**config.mk**
```make
export PLATFORM = sky130hd
export DESIGN_NAME = trg_core
export DESIGN_NICKNAME = d
export VERILOG_FILES = /design/src/common/trg_pkg.sv /design/src/design/trg_core.sv /design/src/design/trg_sync3.sv /design/src/design/trg_tick.sv
export VERILOG_INCLUDE_DIRS = /design/src /design/src/common
export SDC_FILE = /design/constraint.sdc
export NUM_CORES = 1
export LEC_CHECK = 0
export BUFFER_PORTS_ARGS = -buffer_cell sky130_fd_sc_hd__buf_4
export CAP_MARGIN = 20
export CORE_UTILIZATION = 69
export CTS_CLUSTER_DIAMETER = 60
export DETAILED_ROUTE_END_ITERATION = 10
export PLACE_DENSITY_LB_ADDON = 0.25
export SYNTH_ARGS = -nofsm -noshare
export SYNTH_HDL_FRONTEND = slang
export SYNTH_HIERARCHICAL = 1
export SYNTH_SLANG_ARGS = --single-unit
```
**constraint.sdc**
```tcl
create_clock -name clock_i -period 32.5 [get_ports clock_i]
set_clock_uncertainty 0.2 [all_clocks]
set_input_delay 6.5 -clock clock_i [delete_from_list [all_inputs] [get_ports clock_i]]
set_output_delay 6.5 -clock clock_i [all_outputs]
set_load 0.02 [all_outputs]
```
**src/common/trg_regs.svh**
```systemverilog
/*
   register map, field positions, reset values and timing figures
   of the trigger sequencer; included by the core only
*/
`ifndef TRG_REGS_SVH
`define TRG_REGS_SVH

// byte offsets on the apb bus
`define TRG_A_CTRL    8'h00
`define TRG_A_TOGGLE  8'h04
`define TRG_A_CMD     8'h08
`define TRG_A_LEVEL   8'h0C
`define TRG_A_KNOB    8'h10
`define TRG_A_VDIV    8'h14
`define TRG_A_DELAY   8'h18
`define TRG_A_SWEEP   8'h1C
`define TRG_A_STATUS  8'h20

// ctrl and toggle fields
`define TRG_B_MODE    0
`define TRG_B_ARM     1
`define TRG_B_ESRC    3
`define TRG_B_SLOPE   4
`define TRG_B_AUTO    5
`define TRG_B_RMODE   6

// command and knob strobes
`define TRG_B_RUN     0
`define TRG_B_STOP    1
`define TRG_B_UP      0
`define TRG_B_DOWN    1

// status fields
`define TRG_B_RUNNING 0
`define TRG_B_AUTOTRG 1
`define TRG_B_WAITING 2
`define TRG_B_OFFSCR  3
`define TRG_B_SYNCED  4
`define TRG_B_PENDING 5

// reset values, level in signed mv, vdiv in mv
`define TRG_LEVEL_RST 16'h0654
`define TRG_VDIV_RST  16'h03E8
`define TRG_AUTO_RST  1'b1

// scale figures
`define TRG_FULL_DIV  18'h4
`define TRG_PCT       18'h64
`define TRG_HALF_DIV  1
`define TRG_OFF_DIV   36'h5

// timing: clock period, prescaler tick, auto trigger wait
`define TRG_CLK_NS    20
`define TRG_TICK_NS   1000000
`define TRG_AUTO_S    1
`define TRG_S_NS      1000000000

`endif

```
**src/common/trg_pkg.sv**
```systemverilog
/*
   types shared by the trigger sequencer files
   assumes nothing beyond a systemverilog compiler
*/
package trg_pkg;

   // acquisition sequence, gray along idle, wait, show
   typedef enum logic [1:0]
   {
      ST_IDLE = 2'b00,
      ST_WAIT = 2'b01,
      ST_SHOW = 2'b11
   } trg_state_t;

   // arming source choices
   typedef enum logic [1:0]
   {
      ARM_RUN = 2'b00,
      ARM_EXT = 2'b01,
      ARM_M1  = 2'b10,
      ARM_M2  = 2'b11
   } trg_arm_t;

endpackage

```
**src/design/trg_core.sv**
```systemverilog
/*
   trigger mode, arming, auto trigger and run sequencing with an apb
   register file; assumes comparator outputs and the arm pin are
   asynchronous, analyzer arm and status signals run on clock_i
*/
`timescale 1ns/1ps
`include "trg_regs.svh"

// Contract
// - mode toggles edge/self, edge after reset
// - self mode triggers once arming is met
// - free run acquires unsynchronized, continuously when repetitive
// - external arm triggers at once in self
// - analyzer machine arm triggers in self
// - arm source defaults to free run
// - edge mode triggers on selected crossing
// - edge source toggles, channel one default
// - knob steps one percent, window clamped
// - level outside waveform gives no trigger
// - level resets to logic threshold preset
// - slope toggles, positive after reset
// - timeout presents memory, flags auto
// - timeout off waits, flags waiting
// - single run makes one acquisition
// - repetitive runs until stop command
// - run mode single at reset, toggles
// - repetitive start waits for analyzers
// - delay beyond five divisions: off screen
module trg_core
#(
   parameter int TICK_CYC   = `TRG_TICK_NS / `TRG_CLK_NS,
   parameter int AUTO_TICKS = `TRG_AUTO_S * (`TRG_S_NS / `TRG_TICK_NS)
)
(
   input  wire logic              clock_i,
   input  wire logic              rst_n_i,
   input  wire logic [7:0]        paddr_i,
   input  wire logic              psel_i,
   input  wire logic              penable_i,
   input  wire logic              pwrite_i,
   input  wire logic [31:0]       pwdata_i,
   output logic      [31:0]       prdata_o,
   output logic                   pready_o,
   output logic                   pslverr_o,
   input  wire logic              comp1_i,
   input  wire logic              comp2_i,
   input  wire logic              external_arm_input_i,
   input  wire logic              mach1_arm_i,
   input  wire logic              mach2_arm_i,
   input  wire logic [1:0]        ana_enabled_i,
   input  wire logic [1:0]        ana_done_i,
   output logic      [15:0]       level_o,
   output logic                   trig_o,
   output logic                   present_o,
   output logic                   synced_o,
   output logic                   auto_trig_o,
   output logic                   waiting_o,
   output logic                   offscreen_o,
   output logic                   running_o,
   output trg_pkg::trg_state_t    state_o
);
   import trg_pkg::*;

   localparam int AW = $clog2(AUTO_TICKS + 1);

   // one percent of four divisions
   function automatic logic [17:0] step_of(input logic [15:0] v);
      logic [17:0] p;
      p = 18'({2'b00, v}) * `TRG_FULL_DIV;
      return p / `TRG_PCT;
   endfunction

   // confine a level to plus and minus two divisions
   function automatic logic [15:0] clamp(input logic signed [17:0] v,
                                         input logic signed [17:0] lim);
      logic signed [17:0] r;
      r = v;
      if (v > lim)
         r = lim;
      if (v < -lim)
         r = -lim;
      return r[15:0];
   endfunction

   // settings
   logic               mode_self;
   trg_arm_t           arm_source_select;
   logic               esrc;
   logic               slope_neg;
   logic               auto_en;
   logic               rmode_rep;
   logic        [15:0] vdiv;
   logic signed [31:0] delay;
   logic        [31:0] sweep;

   // sequence state
   trg_state_t         state;
   trg_state_t         next_state;
   logic               pending;
   logic      [AW-1:0] tmo_cnt;
   logic               sel_prev;

   // synchronized pins
   logic               c1_s;
   logic               c2_s;
   logic               ext_s;
   logic               tick;

   // bus decode
   wire acc   = psel_i && penable_i;
   wire setup = psel_i && !penable_i;
   wire wr    = acc && pwrite_i;
   wire h_ctrl = (paddr_i == `TRG_A_CTRL);
   wire h_tog  = (paddr_i == `TRG_A_TOGGLE);
   wire h_cmd  = (paddr_i == `TRG_A_CMD);
   wire h_lvl  = (paddr_i == `TRG_A_LEVEL);
   wire h_knob = (paddr_i == `TRG_A_KNOB);
   wire h_vdiv = (paddr_i == `TRG_A_VDIV);
   wire h_dly  = (paddr_i == `TRG_A_DELAY);
   wire h_swp  = (paddr_i == `TRG_A_SWEEP);
   wire h_stat = (paddr_i == `TRG_A_STATUS);
   wire mapped = h_ctrl || h_tog || h_cmd || h_lvl || h_knob ||
                 h_vdiv || h_dly || h_swp || h_stat;

   // zero wait states, error on unmapped offsets
   assign pready_o  = 1'b1;
   assign pslverr_o = acc && !mapped;

   // command strobes; stop beats run in one write
   wire cmd_stop = wr && h_cmd && pwdata_i[`TRG_B_STOP];
   wire cmd_run  = wr && h_cmd && pwdata_i[`TRG_B_RUN] && !cmd_stop;
   wire tog      = wr && h_tog;

   // level knob arithmetic
   wire        [17:0] step  = step_of(vdiv);
   wire signed [17:0] lim   = $signed({1'b0, vdiv, 1'b0});
   wire signed [17:0] lvl18 = {{2{level_o[15]}}, level_o};
   wire signed [17:0] wr18  = {{2{pwdata_i[15]}}, pwdata_i[15:0]};
   wire signed [17:0] up18  = lvl18 + $signed(step);
   wire signed [17:0] dn18  = lvl18 - $signed(step);
   wire        [15:0] lvl_up = clamp(up18, lim);
   wire        [15:0] lvl_dn = clamp(dn18, lim);
   wire        [15:0] lvl_wr = clamp(wr18, lim);

   // off screen compare on delay magnitude
   wire [31:0] dmag  = delay[31] ? 32'(-delay) : 32'(delay);
   wire [35:0] lim5  = 36'(sweep) * `TRG_OFF_DIV;
   wire        over5 = (36'(dmag) > lim5);

   // edge of the chosen comparator in the chosen direction
   wire sel_now  = esrc ? c2_s : c1_s;
   wire rise     = sel_now && !sel_prev;
   wire fall     = !sel_now && sel_prev;
   wire edge_hit = slope_neg ? fall : rise;

   // arming and trigger decision
   wire armed = (arm_source_select == ARM_RUN) ||
                (arm_source_select == ARM_EXT && ext_s) ||
                (arm_source_select == ARM_M1 && mach1_arm_i) ||
                (arm_source_select == ARM_M2 && mach2_arm_i);
   wire free_run = mode_self && (arm_source_select == ARM_RUN);
   wire trig_now = !free_run && armed && (mode_self || edge_hit);
   wire timeout  = auto_en && (tmo_cnt == AW'(AUTO_TICKS));
   wire in_wait  = (state == ST_WAIT);
   wire go       = in_wait && (trig_now || free_run || timeout);
   wire ana_ok   = &(~ana_enabled_i | ana_done_i);
   wire start_ok = pending && (!rmode_rep || ana_ok);
   wire enter_w  = (next_state == ST_WAIT) && (state != ST_WAIT);

   // sequence transitions
   always_comb
   begin
      next_state = state;
      unique case (state)
         ST_IDLE:
            if (start_ok && !cmd_stop)
               next_state = ST_WAIT;
         ST_WAIT:
            if (cmd_stop)
               next_state = ST_IDLE;
            else if (go)
               next_state = ST_SHOW;
         ST_SHOW:
            if (cmd_stop || !rmode_rep)
               next_state = ST_IDLE;
            else
               next_state = ST_WAIT;
         default:
            next_state = ST_IDLE;
      endcase
   end

   // pin synchronizers
   trg_sync3 u_sync_c1
   (
      .clock_i (clock_i),
      .rst_n_i (rst_n_i),
      .d_i     (comp1_i),
      .q_o     (c1_s)
   );

   trg_sync3 u_sync_c2
   (
      .clock_i (clock_i),
      .rst_n_i (rst_n_i),
      .d_i     (comp2_i),
      .q_o     (c2_s)
   );

   trg_sync3 u_sync_ext
   (
      .clock_i (clock_i),
      .rst_n_i (rst_n_i),
      .d_i     (external_arm_input_i),
      .q_o     (ext_s)
   );

   // timeout prescaler restarted with each attempt
   trg_tick #(.CYC(TICK_CYC)) u_tick
   (
      .clock_i (clock_i),
      .rst_n_i (rst_n_i),
      .clear_i (enter_w),
      .tick_o  (tick)
   );

   // trigger settings, written whole or, except the arm source, toggled bit by bit
   always_ff @(posedge clock_i or negedge rst_n_i)
   begin
      if (!rst_n_i)
      begin
         mode_self         <= 1'b0;
         arm_source_select <= ARM_RUN;
         esrc              <= 1'b0;
         slope_neg         <= 1'b0;
         auto_en           <= `TRG_AUTO_RST;
         rmode_rep         <= 1'b0;
      end
      else if (wr && h_ctrl)
      begin
         mode_self         <= pwdata_i[`TRG_B_MODE];
         arm_source_select <= trg_arm_t'(pwdata_i[`TRG_B_ARM +: 2]);
         esrc              <= pwdata_i[`TRG_B_ESRC];
         slope_neg         <= pwdata_i[`TRG_B_SLOPE];
         auto_en           <= pwdata_i[`TRG_B_AUTO];
         rmode_rep         <= pwdata_i[`TRG_B_RMODE];
      end
      else if (tog)
      begin
         mode_self <= mode_self ^ pwdata_i[`TRG_B_MODE];
         esrc      <= esrc ^ pwdata_i[`TRG_B_ESRC];
         slope_neg <= slope_neg ^ pwdata_i[`TRG_B_SLOPE];
         auto_en   <= auto_en ^ pwdata_i[`TRG_B_AUTO];
         rmode_rep <= rmode_rep ^ pwdata_i[`TRG_B_RMODE];
      end
   end

   // level, scale, delay and sweep
   always_ff @(posedge clock_i or negedge rst_n_i)
   begin
      if (!rst_n_i)
      begin
         level_o <= `TRG_LEVEL_RST;
         vdiv    <= `TRG_VDIV_RST;
         delay   <= '0;
         sweep   <= '0;
      end
      else
      begin
         if (wr && h_lvl)
            level_o <= lvl_wr;
         else if (wr && h_knob && pwdata_i[`TRG_B_UP])
            level_o <= lvl_up;
         else if (wr && h_knob && pwdata_i[`TRG_B_DOWN])
            level_o <= lvl_dn;
         if (wr && h_vdiv)
            vdiv <= pwdata_i[15:0];
         if (wr && h_dly)
            delay <= pwdata_i;
         if (wr && h_swp)
            sweep <= pwdata_i;
      end
   end

   // run request held until it may start; run set beats start clear
   always_ff @(posedge clock_i or negedge rst_n_i)
   begin
      if (!rst_n_i)
         pending <= 1'b0;
      else if (cmd_stop)
         pending <= 1'b0;
      else if (cmd_run && state == ST_IDLE)
         pending <= 1'b1;
      else if (state == ST_IDLE && start_ok)
         pending <= 1'b0;
   end

   // sequence state and edge history
   always_ff @(posedge clock_i or negedge rst_n_i)
   begin
      if (!rst_n_i)
      begin
         state    <= ST_IDLE;
         sel_prev <= 1'b0;
      end
      else
      begin
         state    <= next_state;
         sel_prev <= sel_now;
      end
   end

   // timeout counter, cleared on each new attempt
   always_ff @(posedge clock_i or negedge rst_n_i)
   begin
      if (!rst_n_i)
         tmo_cnt <= '0;
      else if (enter_w)
         tmo_cnt <= '0;
      else if (in_wait && tick && !timeout)
         tmo_cnt <= tmo_cnt + 1'b1;
   end

   // result outputs
   always_ff @(posedge clock_i or negedge rst_n_i)
   begin
      if (!rst_n_i)
      begin
         trig_o      <= 1'b0;
         present_o   <= 1'b0;
         synced_o    <= 1'b0;
         auto_trig_o <= 1'b0;
         waiting_o   <= 1'b0;
         offscreen_o <= 1'b0;
         running_o   <= 1'b0;
      end
      else
      begin
         trig_o      <= go && trig_now;
         present_o   <= go && !cmd_stop;
         if (go && !cmd_stop)
         begin
            synced_o    <= trig_now;
            auto_trig_o <= !trig_now && !free_run;
         end
         waiting_o   <= (next_state == ST_WAIT) && !auto_en;
         offscreen_o <= over5;
         running_o   <= (next_state != ST_IDLE);
      end
   end

   // read data selection by offset
   wire [31:0] ctrl_val = {25'h0, rmode_rep, auto_en, slope_neg, esrc,
                           arm_source_select, mode_self};
   wire [31:0] stat_val = {26'h0, pending, synced_o, offscreen_o,
                           waiting_o, auto_trig_o, running_o};
   wire [31:0] rd_val   = h_ctrl ? ctrl_val :
                          h_lvl  ? {{16{level_o[15]}}, level_o} :
                          h_vdiv ? {16'h0, vdiv} :
                          h_dly  ? delay :
                          h_swp  ? sweep :
                          h_stat ? stat_val : 32'h0;

   // read data captured in the setup phase
   always_ff @(posedge clock_i or negedge rst_n_i)
   begin
      if (!rst_n_i)
         prdata_o <= '0;
      else if (setup && !pwrite_i)
         prdata_o <= rd_val;
   end

   assign state_o = state;
endmodule

```
**src/design/trg_sync3.sv**
```systemverilog
/*
   three flip-flop synchroniser for a pin level
   assumes d_i is asynchronous to clock_i
*/
`timescale 1ns/1ps

module trg_sync3
(
   input  wire logic clock_i,
   input  wire logic rst_n_i,
   input  wire logic d_i,
   output logic      q_o
);

   logic s1;
   logic s2;
   logic s3;

   // s1 feeds s2 only; a change counts once s2 and s3 agree
   always_ff @(posedge clock_i or negedge rst_n_i)
   begin
      if (!rst_n_i)
      begin
         s1  <= 1'b0;
         s2  <= 1'b0;
         s3  <= 1'b0;
         q_o <= 1'b0;
      end
      else
      begin
         s1 <= d_i;
         s2 <= s1;
         s3 <= s2;
         if (s2 == s3)
            q_o <= s3;
      end
   end

endmodule

```
**src/design/trg_tick.sv**
```systemverilog
/*
   prescaler giving a one-cycle tick every CYC clocks
   assumes clear_i restarts the count from zero
*/
`timescale 1ns/1ps

module trg_tick
#(
   parameter int CYC = 50000
)
(
   input  wire logic clock_i,
   input  wire logic rst_n_i,
   input  wire logic clear_i,
   output logic      tick_o
);

   localparam int W = $clog2(CYC + 1);

   logic [W-1:0] cnt;
   wire          wrap = (cnt == W'(CYC - 1));

   // count clocks, pulse on wrap
   always_ff @(posedge clock_i or negedge rst_n_i)
   begin
      if (!rst_n_i)
      begin
         cnt    <= '0;
         tick_o <= 1'b0;
      end
      else
      begin
         cnt    <= (clear_i || wrap) ? '0 : cnt + 1'b1;
         tick_o <= wrap && !clear_i;
      end
   end

endmodule

```
==> results.json <==
{
  "first_pass_iters": 5,
  "wl_um": 62700,
  "num-nets-final": 2672,
  "final_common_cell": "ha_1",
  "port_buffers": 111,
  "cp_data_required_time_ns": 32.64,
  "rsz0062_at_grt": "false",
  "dp_slack_ns": 14.73,
  "clk_pin_slew_ns": 0.08,
  "cp_num_buf_inv": 5,
  "yosysWarnings": 6,
  "timing.fmax_ghz": 0.0555,
  "final_cell_area_um2": 21500,
  "arrival_ns": 18.16,
  "layout-drive-gt1-share": 0.153,
  "multi_input_area_um2": 14400,
  "path_max_fanout": 17,
  "p_clk_frac": 0.206,
  "clkSinkCount": 185,
  "synth_fp_nets": 2621,
  "fin_crit_sh": 0.554,
  "critPathKind": "register to register",
  "cp_top_family": "compound AO/OA/AOI/OAI gates",
  "diodes": 0,
  "layout_common_cells": "ha_1 (220), nor2_1 (196), a21oi_1 (191)",
  "wl_per_cell_um": 22.5,
  "drv_slew": 0,
  "regArea_um2": 4640,
  "grt_pass1_vias": 18400,
  "rows": 61,
  "p_seq_frac": 0.248,
  "numCtsBuffers": 17,
  "place_hpwl_um": 46600,
  "gp_congestion": 1.02,
  "synth_seq_area_share": 0.234,
  "drc_errors": 0,
  "antenna_found_initial": 1,
  "holdBufCountCts": 0,
  "hold_viol_final": 0,
  "placed_cells": 2752,
  "dpl_cell_area_um2": 20900,
  "p_leak_uw": 0.00950,
  "crit_path_start_kind": "register",
  "power_density_nw_per_um2": 48.0,
  "synth_area_um2": 19900,
  "die-area_um2": 29500,
  "cts_setup_buffers": 0,
  "area_delta_synth_final_pct": 8.31,
  "drt_iter0_drc": 2383,
  "drtAntennaViolNets": 0,
  "hold_class": "register to register",
  "ctsResizeCount": 0,
  "fp.dieH_um": 172,
  "synthFlopType": "dfrtp_1",
  "end_kind": "register",
  "grt.overflow.total": 0,
  "cts.htree.levels": 4,
  "drv_cap": 0,
  "post-route-util": 0.766,
  "final_cells": 2786,
  "peakVddDrop_v": 0.0000840,
  "core-area_um2": 28100,
  "slew_headroom": 0.303,
  "fillCellCount": 2005,
  "cpMostUsedCell": "a21oi_1",
  "start_util": 0.707,
  "clkLatencyLatePin_ns": 0.46,
  "switching_share": 0.452,
  "synthCells": 2344,
  "regToRegSetupSlack_ns": 14.48,
  "fin_setup_tns_ns": 0,
  "vias": 19600,
  "track_usage": 0.425,
  "clk_path_buf_depth": 2,
  "cts_tree": "built",
  "p_sw_uw": 467,
  "slowest_stage": "or4b_1",
  "async_flop_share": 1.00,
  "io_pins": 113,
  "fin_crit_ns": 18.02,
  "synth_edf_count": 0,
  "combPwrFrac": 0.546,
  "crit_path_max_incr_delay_ns": 0.70,
  "grt_pass1_wl_um": 98000,
  "grt_max_degree": 113,
  "syn_area_per_cell_um2": 8.48,
  "via_per_inst": 7.04,
  "worst_pin_slew_ns": 1.04,
  "cts_root_buf": "clkbuf_16",
  "die_w_um": 172,
  "synth.distinct_cells": 132,
  "layout_setup_ws_ns": 14.48,
  "setup_viol": 0,
  "internal_power_uw": 566,
  "status": "finished clean",
  "synth-seq-cells": 185
}
==> area by class of cell <==
class                           count  share of cell area
Multi-Input combinational cell   1946               0.668
Sequential cell                   185               0.216
Timing Repair Buffer              133              0.0470
Tap cell                          378              0.0220
Clock buffer                       17              0.0198
Inverter                          112              0.0195
Clock inverter                     15             0.00820
==> stage by stage <==
stage / hold WS (ns) / power, uW
floorplan: 0.131 / 666
global placement: 0.135 / 787
detailed placement: 0.137 / 802
CTS: 0.158 / 1010
global route: 0.160 / 1100
finish: 0.157 / 1030
==> worst paths after layout <==
kind / from / end / depth (start not counted)
worst max-delay path: vdiv[0] / level_o[3] / 66
min in group asynchronous: rst_n_i / delay[21] / 1
max in group asynchronous: rst_n_i / delay[25] / 2
worst min register to register: u_sync_c2/s1 / u_sync_c2/s2 / 0
worst max register to register: vdiv[0] / level_o[3] / 66
worst min-delay path: u_sync_c2/s1 / u_sync_c2/s2 / 0
==> synth_stat cells, types with 16 or more instances <==
library cell / number / share of area
a31oi_1: 28 / 0.0088
nor3_1: 53 / 0.013
a21oi_1: 191 / 0.048
nand3_1: 55 / 0.014
xnor2_1: 124 / 0.055
inv_1: 102 / 0.019
mux2i_1: 30 / 0.015
nor4_1: 20 / 0.0063
a211oi_1: 31 / 0.012
o41ai_1: 25 / 0.011
nand4_1: 33 / 0.010
ha_1: 220 / 0.14
nand2b_1: 40 / 0.013
o21bai_1: 18 / 0.0068
nor2b_1: 32 / 0.010
xor2_1: 36 / 0.016
o21ai_0: 130 / 0.033
dfrtp_1: 173 / 0.22
clkbuf_1: 70 / 0.013
o211ai_1: 18 / 0.0068
a21o_1: 50 / 0.019
nand2_1: 186 / 0.035
o22ai_1: 16 / 0.0050
mux2_2: 93 / 0.053
nor2_1: 196 / 0.037
==> state kept, by name (all words and copies together), names as in the netlist, 2 cells and up <==
| register | flops |
|---|---|
| arm_source_select | 2 |
| delay | 32 |
| level_o | 16 |
| prdata_o | 32 |
| state_o | 2 |
| sweep | 32 |
| tmo_cnt | 10 |
| u_tick/cnt | 16 |
| vdiv | 16 |
==> power groups by stage <==
stage	Clock, uW	Combinational (uW)	Sequential (uW)
2_1_floorplan	0	409	257
3_3_place_gp	0	528	259
3_5_place_dp	0	542	260
4_1_cts	212	547	255
5_1_grt	221	618	258
6_report	212	565	256
==> logic make-up after synthesis <==
family,count (synthesis),share of synthesized area
simple gates,723,0.185
compound gates,701,0.244
fa+ha+maj,226,0.143
buf+inv,213,0.0448
flops,185,0.234
xor+xnor,168,0.0782
mux,127,0.0709
other cells,1,0.000189
==> layer usage <==
layer	share of wire	wire, um	GRT usage
met4	0.030	1850	0.144
met1	0.43	26700	0.596
met5	0	0	0
met3	0.11	6690	0.0821
met2	0.44	27500	0.651
Note: power is estimated with default switching activity, not from simulation.
